### config.mk
export PLATFORM = sky130hd
export DESIGN_NAME = sqh_host
export DESIGN_NICKNAME = d
export VERILOG_FILES = /design/src/sqh_pkg.sv /design/src/sqh_cycle.sv /design/src/sqh_host.sv
export SDC_FILE = /design/constraint.sdc
export NUM_CORES = 1
export LEC_CHECK = 0
export ABC_AREA = 1
export BUFFER_PORTS_ARGS = -buffer_cell sky130_fd_sc_hd__buf_2
export CORE_ASPECT_RATIO = 1.2
export CORE_MARGIN = 8
export CORE_UTILIZATION = 55
export DETAILED_ROUTE_END_ITERATION = 8
export PLACE_DENSITY = 0.8
export SKIP_CTS_REPAIR_TIMING = 1
export SYNTH_ARGS = -nofsm -noshare
export SYNTH_HDL_FRONTEND = slang
export SYNTH_SLANG_ARGS = --single-unit
### constraint.sdc
create_clock -name mclk -period 11.4 [get_ports mclk]
set_input_delay 0 -clock mclk [delete_from_list [all_inputs] [get_ports mclk]]
set_output_delay 0 -clock mclk [all_outputs]
set_load 0.02 [all_outputs]
### src/sqh_pkg.sv
// Summary of operation
// - host locks via entry sequence, protect algorithm; the host has no lock operation
// - host exits region before touching array; in region the host refuses array writes and, with pwd_mode, writes below 05h; array reads pass
// - write needs ce and we low, oe high
// - write 98h at 55h enters query mode
// - reset command leaves query mode
package sqh_pkg;
  // command words and addresses
  localparam logic [15:0] CMD_QUERY      = 16'h0098;
  localparam logic [15:0] CMD_RESET      = 16'h00f0;
  localparam logic [15:0] CMD_UNLOCK1    = 16'h00aa;
  localparam logic [15:0] CMD_UNLOCK2    = 16'h0055;
  localparam logic [15:0] CMD_REGION_IN  = 16'h0088;
  localparam logic [15:0] CMD_REGION_OUT = 16'h0090;
  localparam logic [15:0] CMD_EXIT2      = 16'h0000;
  localparam logic [21:0] ADDR_QUERY     = 22'h000055;
  localparam logic [21:0] ADDR_UNLOCK1   = 22'h000555;
  localparam logic [21:0] ADDR_UNLOCK2   = 22'h0002aa;
  // secure sector bounds
  localparam logic [21:0] SEC_FIRST_PERS = 22'h000000;
  localparam logic [21:0] SEC_FIRST_PWD  = 22'h000005;
  localparam logic [21:0] SEC_LAST       = 22'h00007f;
  // query table entries
  localparam logic [7:0] Q_SIG_ADDR  = 8'h10;
  localparam logic [7:0] Q_LAST_ADDR = 8'h26;
  // bus timing, 40 MHz clock
  localparam int CLK_NS      = 25;
  localparam int SETUP_NS    = 25;
  localparam int PULSE_NS    = 50;
  localparam int HOLD_NS     = 25;
  localparam int READ_NS     = 75;
  localparam int SETUP_CYC   = (SETUP_NS + CLK_NS - 1) / CLK_NS;
  localparam int PULSE_CYC   = (PULSE_NS + CLK_NS - 1) / CLK_NS;
  localparam int HOLD_CYC    = (HOLD_NS + CLK_NS - 1) / CLK_NS;
  localparam int READ_CYC    = (READ_NS + CLK_NS - 1) / CLK_NS;
  // host operations
  typedef enum logic [2:0] {
    SQH_OP_READ, SQH_OP_WRITE, SQH_OP_QUERY, SQH_OP_RESET,
    SQH_OP_REGION_IN, SQH_OP_REGION_OUT
  } sqh_op_t;
endpackage
### src/sqh_cycle.sv
`timescale 1ns/1ps
// one bus cycle on the flash pins: read or write with enable timing
module sqh_cycle (
  // clock and reset
  input  wire logic        mclk,
  input  wire logic        rst_n,
  // request
  input  wire logic        start,
  input  wire logic        is_write,
  input  wire logic [21:0] addr,
  input  wire logic [15:0] wdata,
  output logic             done,
  output logic [15:0]      rdata,
  // flash pins
  output logic             ce_n,
  output logic             oe_n,
  output logic             we_n,
  output logic [21:0]      fa,
  output logic [15:0]      dq_o,
  output logic             dq_oe,
  input  wire logic [15:0] dq_i
);
  typedef enum logic [1:0] {SQH_C_IDLE, SQH_C_SETUP, SQH_C_PULSE, SQH_C_HOLD} sqh_cst_t;
  typedef struct packed {
    sqh_cst_t    st;
    logic [3:0]  cnt;
    logic        wr;
    logic        done;
    logic [15:0] rdata;
    logic        ce_n;
    logic        oe_n;
    logic        we_n;
    logic [21:0] fa;
    logic [15:0] dq_o;
    logic        dq_oe;
    logic [15:0] sync1;
    logic [15:0] sync2;
  } sqh_cyc_t;
  sqh_cyc_t s_r, s_nxt;

  ////////////////////////////////////////////////////////////////////
  // next state: setup, strobe, hold
  always_comb
  begin
    s_nxt = s_r;
    s_nxt.done  = 1'b0;
    s_nxt.sync1 = dq_i;
    s_nxt.sync2 = s_r.sync1;
    case (s_r.st)
      SQH_C_IDLE:
        if (start)
        begin
          s_nxt.st    = SQH_C_SETUP;
          s_nxt.wr    = is_write;
          s_nxt.fa    = addr;
          s_nxt.dq_o  = wdata;
          s_nxt.dq_oe = is_write;
          s_nxt.ce_n  = 1'b0;
          s_nxt.cnt   = 4'(sqh_pkg::SETUP_CYC);
        end
      SQH_C_SETUP:
        if (s_r.cnt > 4'h1)
          s_nxt.cnt = s_r.cnt - 4'h1;
        else
        begin
          // write strobe only with oe high
          s_nxt.st   = SQH_C_PULSE;
          s_nxt.we_n = ~s_r.wr;
          s_nxt.oe_n = s_r.wr;
          // strobe held well past glitch width
          s_nxt.cnt  = s_r.wr ? 4'(sqh_pkg::PULSE_CYC) : 4'(sqh_pkg::READ_CYC + 2);
        end
      SQH_C_PULSE:
        if (s_r.cnt > 4'h1)
          s_nxt.cnt = s_r.cnt - 4'h1;
        else
        begin
          s_nxt.st    = SQH_C_HOLD;
          s_nxt.we_n  = 1'b1;
          s_nxt.oe_n  = 1'b1;
          s_nxt.rdata = s_r.sync2;
          s_nxt.cnt   = 4'(sqh_pkg::HOLD_CYC);
        end
      SQH_C_HOLD:
        if (s_r.cnt > 4'h1)
          s_nxt.cnt = s_r.cnt - 4'h1;
        else
        begin
          s_nxt.st    = SQH_C_IDLE;
          s_nxt.ce_n  = 1'b1;
          s_nxt.dq_oe = 1'b0;
          s_nxt.done  = 1'b1;
        end
      default: s_nxt.st = SQH_C_IDLE;
    endcase
  end

  ////////////////////////////////////////////////////////////////////
  // state register
  always_ff @(posedge mclk or negedge rst_n)
  begin
    if (!rst_n)
    begin
      s_r       <= '0;
      s_r.ce_n  <= 1'b1;
      s_r.oe_n  <= 1'b1;
      s_r.we_n  <= 1'b1;
    end
    else
      s_r <= s_nxt;
  end

  assign done  = s_r.done;
  assign rdata = s_r.rdata;
  assign ce_n  = s_r.ce_n;
  assign oe_n  = s_r.oe_n;
  assign we_n  = s_r.we_n;
  assign fa    = s_r.fa;
  assign dq_o  = s_r.dq_o;
  assign dq_oe = s_r.dq_oe;

  // never write and output at once
  chk_no_contention: assert property (@(posedge mclk) disable iff (!rst_n)
    !(!s_r.we_n && !s_r.oe_n)) else $error("we and oe both low");
  // write pulse lasts the full width
  chk_pulse_width: assert property (@(posedge mclk) disable iff (!rst_n)
    $fell(s_r.we_n) |-> !s_r.we_n [*2]) else $error("write pulse too short");
  // write strobe always under chip enable
  chk_we_under_ce: assert property (@(posedge mclk) disable iff (!rst_n)
    !s_r.we_n |-> !s_r.ce_n && s_r.dq_oe) else $error("we low without ce or data");
  // every bus cycle finishes in bounded time
  chk_cycle_ends: assert property (@(posedge mclk) disable iff (!rst_n)
    $rose(start) && s_r.st == SQH_C_IDLE |-> ##[4:12] s_r.done) else $error("cycle hung");
endmodule

### src/sqh_host.sv
`timescale 1ns/1ps
// host controller: query table, secure region entry/exit, array access
module sqh_host (
  // clock and reset
  input  wire logic        mclk,
  input  wire logic        reset_n,
  // user request
  input  wire logic        req,
  input  wire logic [2:0]  op,
  input  wire logic [21:0] addr,
  input  wire logic [15:0] wdata,
  input  wire logic        pwd_mode,
  input  wire logic        dev_busy,
  output logic             ack,
  output logic             refused,
  output logic [15:0]      rdata,
  output logic             in_query,
  output logic             in_region,
  output logic             idle,
  // flash pins
  output logic             ce_n,
  output logic             oe_n,
  output logic             we_n,
  output logic [21:0]      fa,
  output logic [15:0]      dq_o,
  output logic             dq_oe,
  input  wire logic [15:0] dq_i
);
  typedef enum logic [1:0] {SQH_IDLE, SQH_RUN, SQH_WAIT} sqh_st_t;
  typedef struct packed {
    logic [1:0]  busy_sync;
    sqh_st_t     st;
    logic [1:0]  step;
    logic [1:0]  nsteps;
    sqh_pkg::sqh_op_t op;
    logic [21:0] addr;
    logic [15:0] wdata;
    logic        start;
    logic        ack;
    logic        refused;
    logic [15:0] rdata;
    logic        query;
    logic        region;
    logic        idle;
  } sqh_host_t;
  sqh_host_t s_r, s_nxt;

  logic        rst_n;
  logic [1:0]  rst_sync_r;
  logic        cyc_done;
  logic [15:0] cyc_rdata;
  logic [21:0] cyc_addr;
  logic [15:0] cyc_wdata;
  logic        cyc_wr;

  ////////////////////////////////////////////////////////////////////
  // reset release through two flops
  always_ff @(posedge mclk or negedge reset_n)
  begin
    if (!reset_n)
      rst_sync_r <= 2'h0;
    else
      rst_sync_r <= {rst_sync_r[0], 1'b1};
  end
  assign rst_n = rst_sync_r[1];

  ////////////////////////////////////////////////////////////////////
  // per-step address and data of each command sequence
  always_comb
  begin
    cyc_wr    = 1'b1;
    cyc_addr  = s_r.addr;
    cyc_wdata = s_r.wdata;
    case (s_r.op)
      // query command word at its address
      sqh_pkg::SQH_OP_QUERY:
      begin
        cyc_addr  = sqh_pkg::ADDR_QUERY;
        cyc_wdata = sqh_pkg::CMD_QUERY;
      end
      // reset word, address left as given
      sqh_pkg::SQH_OP_RESET: cyc_wdata = sqh_pkg::CMD_RESET;
      // three-cycle region entry and four-cycle region exit sequences
      sqh_pkg::SQH_OP_REGION_IN, sqh_pkg::SQH_OP_REGION_OUT:
        case (s_r.step)
          2'h0:
          begin
            cyc_addr  = sqh_pkg::ADDR_UNLOCK1;
            cyc_wdata = sqh_pkg::CMD_UNLOCK1;
          end
          2'h1:
          begin
            cyc_addr  = sqh_pkg::ADDR_UNLOCK2;
            cyc_wdata = sqh_pkg::CMD_UNLOCK2;
          end
          2'h2:
          begin
            cyc_addr  = sqh_pkg::ADDR_UNLOCK1;
            cyc_wdata = (s_r.op == sqh_pkg::SQH_OP_REGION_IN) ?
                        sqh_pkg::CMD_REGION_IN : sqh_pkg::CMD_REGION_OUT;
          end
          default:
          begin
            cyc_addr  = '0;
            cyc_wdata = sqh_pkg::CMD_EXIT2;
          end
        endcase
      sqh_pkg::SQH_OP_READ: cyc_wr = 1'b0;
      default: cyc_wr = 1'b1;
    endcase
  end

  ////////////////////////////////////////////////////////////////////
  // request sequencing and mode tracking
  always_comb
  begin
    s_nxt = s_r;
    s_nxt.busy_sync = {s_r.busy_sync[0], dev_busy};
    s_nxt.start   = 1'b0;
    s_nxt.ack     = 1'b0;
    s_nxt.refused = 1'b0;
    case (s_r.st)
      SQH_IDLE:
        if (req)
        begin
          s_nxt.op    = sqh_pkg::sqh_op_t'(op);
          s_nxt.addr  = addr;
          s_nxt.wdata = wdata;
          s_nxt.step  = 2'h0;
          s_nxt.nsteps = (op == 3'(sqh_pkg::SQH_OP_REGION_IN)) ? 2'h2 :
                         (op == 3'(sqh_pkg::SQH_OP_REGION_OUT)) ? 2'h3 : 2'h0;
          // no query while embedded op runs
          if (op == 3'(sqh_pkg::SQH_OP_QUERY) && s_r.busy_sync[1])
            s_nxt.refused = 1'b1;
          // array write inside region is refused
          else if (op == 3'(sqh_pkg::SQH_OP_WRITE) && s_r.region &&
                   addr > sqh_pkg::SEC_LAST)
            s_nxt.refused = 1'b1;
          // password mode keeps low words off limits
          else if (op == 3'(sqh_pkg::SQH_OP_WRITE) && s_r.region && pwd_mode &&
                   addr < sqh_pkg::SEC_FIRST_PWD)
            s_nxt.refused = 1'b1;
          else if (op > 3'(sqh_pkg::SQH_OP_REGION_OUT))
            s_nxt.refused = 1'b1;
          else
          begin
            s_nxt.st    = SQH_RUN;
            s_nxt.start = 1'b1;
          end
        end
      SQH_RUN:
        s_nxt.st = SQH_WAIT;
      SQH_WAIT:
        if (cyc_done)
        begin
          if (s_r.step != s_r.nsteps)
          begin
            s_nxt.step  = s_r.step + 2'h1;
            s_nxt.st    = SQH_RUN;
            s_nxt.start = 1'b1;
          end
          else
          begin
            s_nxt.st  = SQH_IDLE;
            s_nxt.ack = 1'b1;
            // query data low byte, upper zeroed
            s_nxt.rdata = s_r.query ? {8'h00, cyc_rdata[7:0]} : cyc_rdata;
            case (s_r.op)
              sqh_pkg::SQH_OP_QUERY: s_nxt.query = 1'b1;
              sqh_pkg::SQH_OP_RESET: s_nxt.query = 1'b0;
              // boot addresses map to secure sector
              sqh_pkg::SQH_OP_REGION_IN: s_nxt.region = 1'b1;
              sqh_pkg::SQH_OP_REGION_OUT: s_nxt.region = 1'b0;
              default: s_nxt.query = s_r.query;
            endcase
          end
        end
      default: s_nxt.st = SQH_IDLE;
    endcase
    // idle kept in a flop so the output needs no decode
    s_nxt.idle = (s_nxt.st == SQH_IDLE);
  end

  ////////////////////////////////////////////////////////////////////
  // state register
  always_ff @(posedge mclk or negedge rst_n)
  begin
    if (!rst_n)
    begin
      s_r.busy_sync <= 2'h0;
      s_r.st        <= SQH_IDLE;
      s_r.step      <= 2'h0;
      s_r.nsteps    <= 2'h0;
      s_r.op        <= sqh_pkg::SQH_OP_READ;
      s_r.addr      <= '0;
      s_r.wdata     <= '0;
      s_r.start     <= 1'b0;
      s_r.ack       <= 1'b0;
      s_r.refused   <= 1'b0;
      s_r.rdata     <= '0;
      s_r.query     <= 1'b0;
      s_r.region    <= 1'b0;
      s_r.idle      <= 1'b1;
    end
    else
    begin
      s_r.busy_sync <= s_nxt.busy_sync;
      s_r.st        <= s_nxt.st;
      s_r.step      <= s_nxt.step;
      s_r.nsteps    <= s_nxt.nsteps;
      s_r.op        <= s_nxt.op;
      s_r.addr      <= s_nxt.addr;
      s_r.wdata     <= s_nxt.wdata;
      s_r.start     <= s_nxt.start;
      s_r.ack       <= s_nxt.ack;
      s_r.refused   <= s_nxt.refused;
      s_r.rdata     <= s_nxt.rdata;
      s_r.query     <= s_nxt.query;
      s_r.region    <= s_nxt.region;
      s_r.idle      <= s_nxt.idle;
    end
  end

  ////////////////////////////////////////////////////////////////////
  // pin sequencer
  sqh_cycle u_cycle (
    .mclk     (mclk),
    .rst_n    (rst_n),
    .start    (s_r.start),
    .is_write (cyc_wr),
    .addr     (cyc_addr),
    .wdata    (cyc_wdata),
    .done     (cyc_done),
    .rdata    (cyc_rdata),
    .ce_n     (ce_n),
    .oe_n     (oe_n),
    .we_n     (we_n),
    .fa       (fa),
    .dq_o     (dq_o),
    .dq_oe    (dq_oe),
    .dq_i     (dq_i)
  );

  assign ack       = s_r.ack;
  assign refused   = s_r.refused;
  assign rdata     = s_r.rdata;
  assign in_query  = s_r.query;
  assign in_region = s_r.region;
  assign idle      = s_r.idle;

  // query command lands at 55h with 98h
  chk_query_cmd: assert property (@(posedge mclk) disable iff (!rst_n)
    !we_n && s_r.op == sqh_pkg::SQH_OP_QUERY |->
    fa == sqh_pkg::ADDR_QUERY && dq_o == sqh_pkg::CMD_QUERY) else $error("bad query cycle");
  chk_query_busy: assert property (@(posedge mclk) disable iff (!rst_n)
    s_r.st == SQH_IDLE && req && op == 3'(sqh_pkg::SQH_OP_QUERY) && s_r.busy_sync[1]
    |=> refused && !s_r.start) else $error("query sent while busy");
  // reset clears query flag on ack
  chk_reset_exit: assert property (@(posedge mclk) disable iff (!rst_n)
    ack && s_r.op == sqh_pkg::SQH_OP_RESET |-> !in_query) else $error("query not left");
  // upper byte zero in query mode
  chk_query_byte: assert property (@(posedge mclk) disable iff (!rst_n)
    ack && $past(s_r.query) |-> rdata[15:8] == 8'h00) else $error("upper byte set");
endmodule

==> flow_summary.toml <==
[run_status]
status = "finished, final reports clean"

[drt]
dr.pass1.iters = 5
drc_errors = 0
ant_nets = 0
viasPerCell = 5.08
wl_per_cell_um = 16.0
vias = 5181
wirelength_um = 16300
drt_iter0_markers = 393

[layout]
fin_area_sq_mm = 0.00859
num_antenna_cells = 0
layout_commonest_cell = "nand2_1"
layout.nets = 916
final_cells = 1020
syn2layout_area_growth_pct = 22.2
layout_common_cells = "217 x nand2_1, 166 x dfrtp_1, 124 x buf_2"
drive_gt1_share_pct = 22.7

[global_routing]
grt_use_met1_pct = 22.5
top_usage_layer = "met2"
grt_util_all_layers_pct = 18.4
grt_max_degree = 89
grt_remaining_overflow = 0
grtUsageMet2_pct = 29.8
grt_use_met3_pct = 5.67
grt_pass1_wl_um = 24400
antenna_found_initial = 0
grt_pass1_vias = 5031

[sta]
rsz0062_at_grt = "false"
worst_pin_slew_ns = 1.07
min_period_over_period_pct = 22.8
slew-limit-headroom_pct = 28.4
fmax_ghz = 0.385
tns_ns = 0
setup_viol = 0
whs_ns = 0.133
fin_skew_ns = 0.00828
drv_slew = 0
hold_viol_final = 0
fin_crit_ns = 2.60

[die]
die_area_sq_mm = 0.0167
start_util_pct = 56.0
die_w_um = 119
ioPinCount = 125
fp-row-count = 45
dieHeight_um = 140
core-area_sq_mm = 0.0126

[logic_synthesis]
synthXorXnorAreaFrac_pct = 0.498
ys_types = 35
yosysSeqAreaShare_pct = 60.9
synth_adder_area_share_pct = 1.96
synth_top_family_by_area = "simple AND/OR/NAND/NOR gates"
synthCells = 711
synthesis.area_sq_mm = 0.00703
synth_compound_area_share_pct = 7.17
synth_nets = 784
synthSimpleGateAreaFrac_pct = 16.3
ys_ff_latch = 171
avgSynthCellArea_sq_um = 9.89
synth_mux_area_share_pct = 3.10
ys_warn_count = 0

[setup_path]
crit_slowest_cell = "inv_1"
endpoint = "u_cycle.fa[1]$_DFFE_PN0P_"
startpoint_type = "register"
cp-end-kind = "register"
r2r-start = "u_cycle.s_r[96]$_DFFE_PN0P_"
worstSetupPathType = "register to register"
worstPathCellList = "inv_1 > ha_1 > nand2_2 > inv_1 > nand2_1 > inv_1 > a21oi_1"
rr_endpoint = "u_cycle.fa[1]$_DFFE_PN0P_"
crit_start = "u_cycle.s_r[96]$_DFFE_PN0P_"
rrSetupSlack_ns = 8.80
r2r_cells = 7
critical-path-max-stage-delay_ns = 0.84
cp_data_required_time_ns = 11.71
worstPathArrival_ns = 2.91
crit_fanout = 34
crit_top_cell = "inv_1"

[placement]
placed_area_sq_mm = 0.00737
place_congestion = 0.829
post-place-cells = 928
portBuffers = 124
post-dp-hpwl_um = 9980

[cts]
cts.htree.levels = 4
cts-root-buf = "clkbuf_16"
cts_tree = "yes"
clkSinkCount = 171
clk_latency_ns = 0.43
numCtsBuffers = 17
clk_path_buf_depth = 2
clk_pin_slew_ns = 0.06

[flow_run]
cap_violations = 0

[power]
vdd_ir_drop_max_uv = 90.1
total_power_uw = 1260
leakage_uw = 0.00460
p_per_area_mw_per_mm2 = 147

[worst_hold_path]
hold_path_class = "input port to register"
whs_path_depth = 7
==> metrics by stage <==
stage | setup slack, ns | utilization, %
floorplan | 6.29 | -
global placement | 8.96 | 58.7
detailed placement | 8.88 | 58.7
CTS | 8.85 | 63.7
global route | 8.54 | 68.5
finish | 8.80 | 68.5
==> how the worst min path moves through the flow <==
stage              from                      end  slack, ns
2_1_floorplan   reset_n  rst_sync_r[0]$_DFF_PN0_      -0.30
3_3_place_gp    reset_n  rst_sync_r[0]$_DFF_PN0_      -0.21
3_5_place_dp    reset_n  rst_sync_r[0]$_DFF_PN0_      -0.21
4_1_cts         reset_n  rst_sync_r[1]$_DFF_PN0_      -0.67
5_1_grt             req      s_r[29]$_DFFE_PN0P_       0.16
6_report       pwd_mode        refused$_DFF_PN0_       0.13
==> cell usage after synthesis, drive strengths merged <==
cell | n | area [sq um]
and2 | 1 | 6.26
o311ai | 1 | 8.76
o21ai | 58 | 290
or2 | 1 | 6.26
nor2 | 44 | 175
a21oi | 24 | 124
conb | 1 | 3.75
clkbuf | 7 | 26.3
o211ai | 1 | 7.51
a22o | 1 | 8.76
ha | 11 | 138
nor3 | 7 | 35.0
inv | 48 | 183
a211oi | 1 | 7.51
xnor2 | 2 | 17.5
xor2 | 2 | 17.5
o22ai | 2 | 12.5
nand2 | 221 | 845
mux2 | 16 | 218
a31oi | 6 | 37.5
dfstp | 4 | 105
o21a | 1 | 7.51
nand3 | 16 | 80.1
dfrtp | 167 | 4180
buf | 68 | 493
==> cells by family (layout without fill, tap and decap cells) <==
| group | after synthesis | in the layout |
|---|---|---|
| AND/OR/NAND/NOR | 290 | 290 |
| flip-flops | 171 | 171 |
| buffers and inverters | 123 | 268 |
| AO/OA/AOI/OAI | 95 | 95 |
| multiplexers | 16 | 16 |
| adder cells (fa/ha/maj) | 11 | 11 |
| XOR/XNOR | 4 | 4 |
| other | 1 | 1 |
==> report_power, final <==
group	switching, uW	leakage, uW	internal (uW)	total (uW)
Sequential	1.69	0.00220	613	615
Clock	237	0.000287	368	605
Combinational	21.0	0.00211	22.2	43.3
Total	259	0.00460	1000	1260
==> flip-flops by register name, summed over array words and instances (netlist names), 2 cells and up <==
register and cells:
u_cycle.s_nxt 16, u_cycle.fa 22, rst_sync_r 2, u_cycle.rdata 16
u_cycle.dq_o 16, rdata 16, s_r 49, u_cycle.s_r 23
==> cell type report <==
cell class	instances	area [sq um]
timing repair buffer	188	1250
clock inverter	13	189
fill	912	3960
multi-input combinational	417	2050
clock buffer	19	433
sequential	171	4290
tap	164	205
inverter	48	183
==> per-layer routing <==
layer	routed length (um)	vias to the layer above	part of all wire, %
li1	-	2459	-
met1	6610	2492	41
met2	8410	202	52
met3	1010	28	6.2
met4	277	0	1.7
met5	0	-	0
==> worst max-delay path, delay by kind of cell (launching register included) <==
family / cells / cell delay [ns]
DFF: 1 / 0.42
adders and majority gates: 1 / 0.26
buffers and inverters: 3 / 1.15
AOI/OAI and AO/OA: 1 / 0.10
and+or+nand+nor: 2 / 0.55
(Power assumes the default switching activity.)
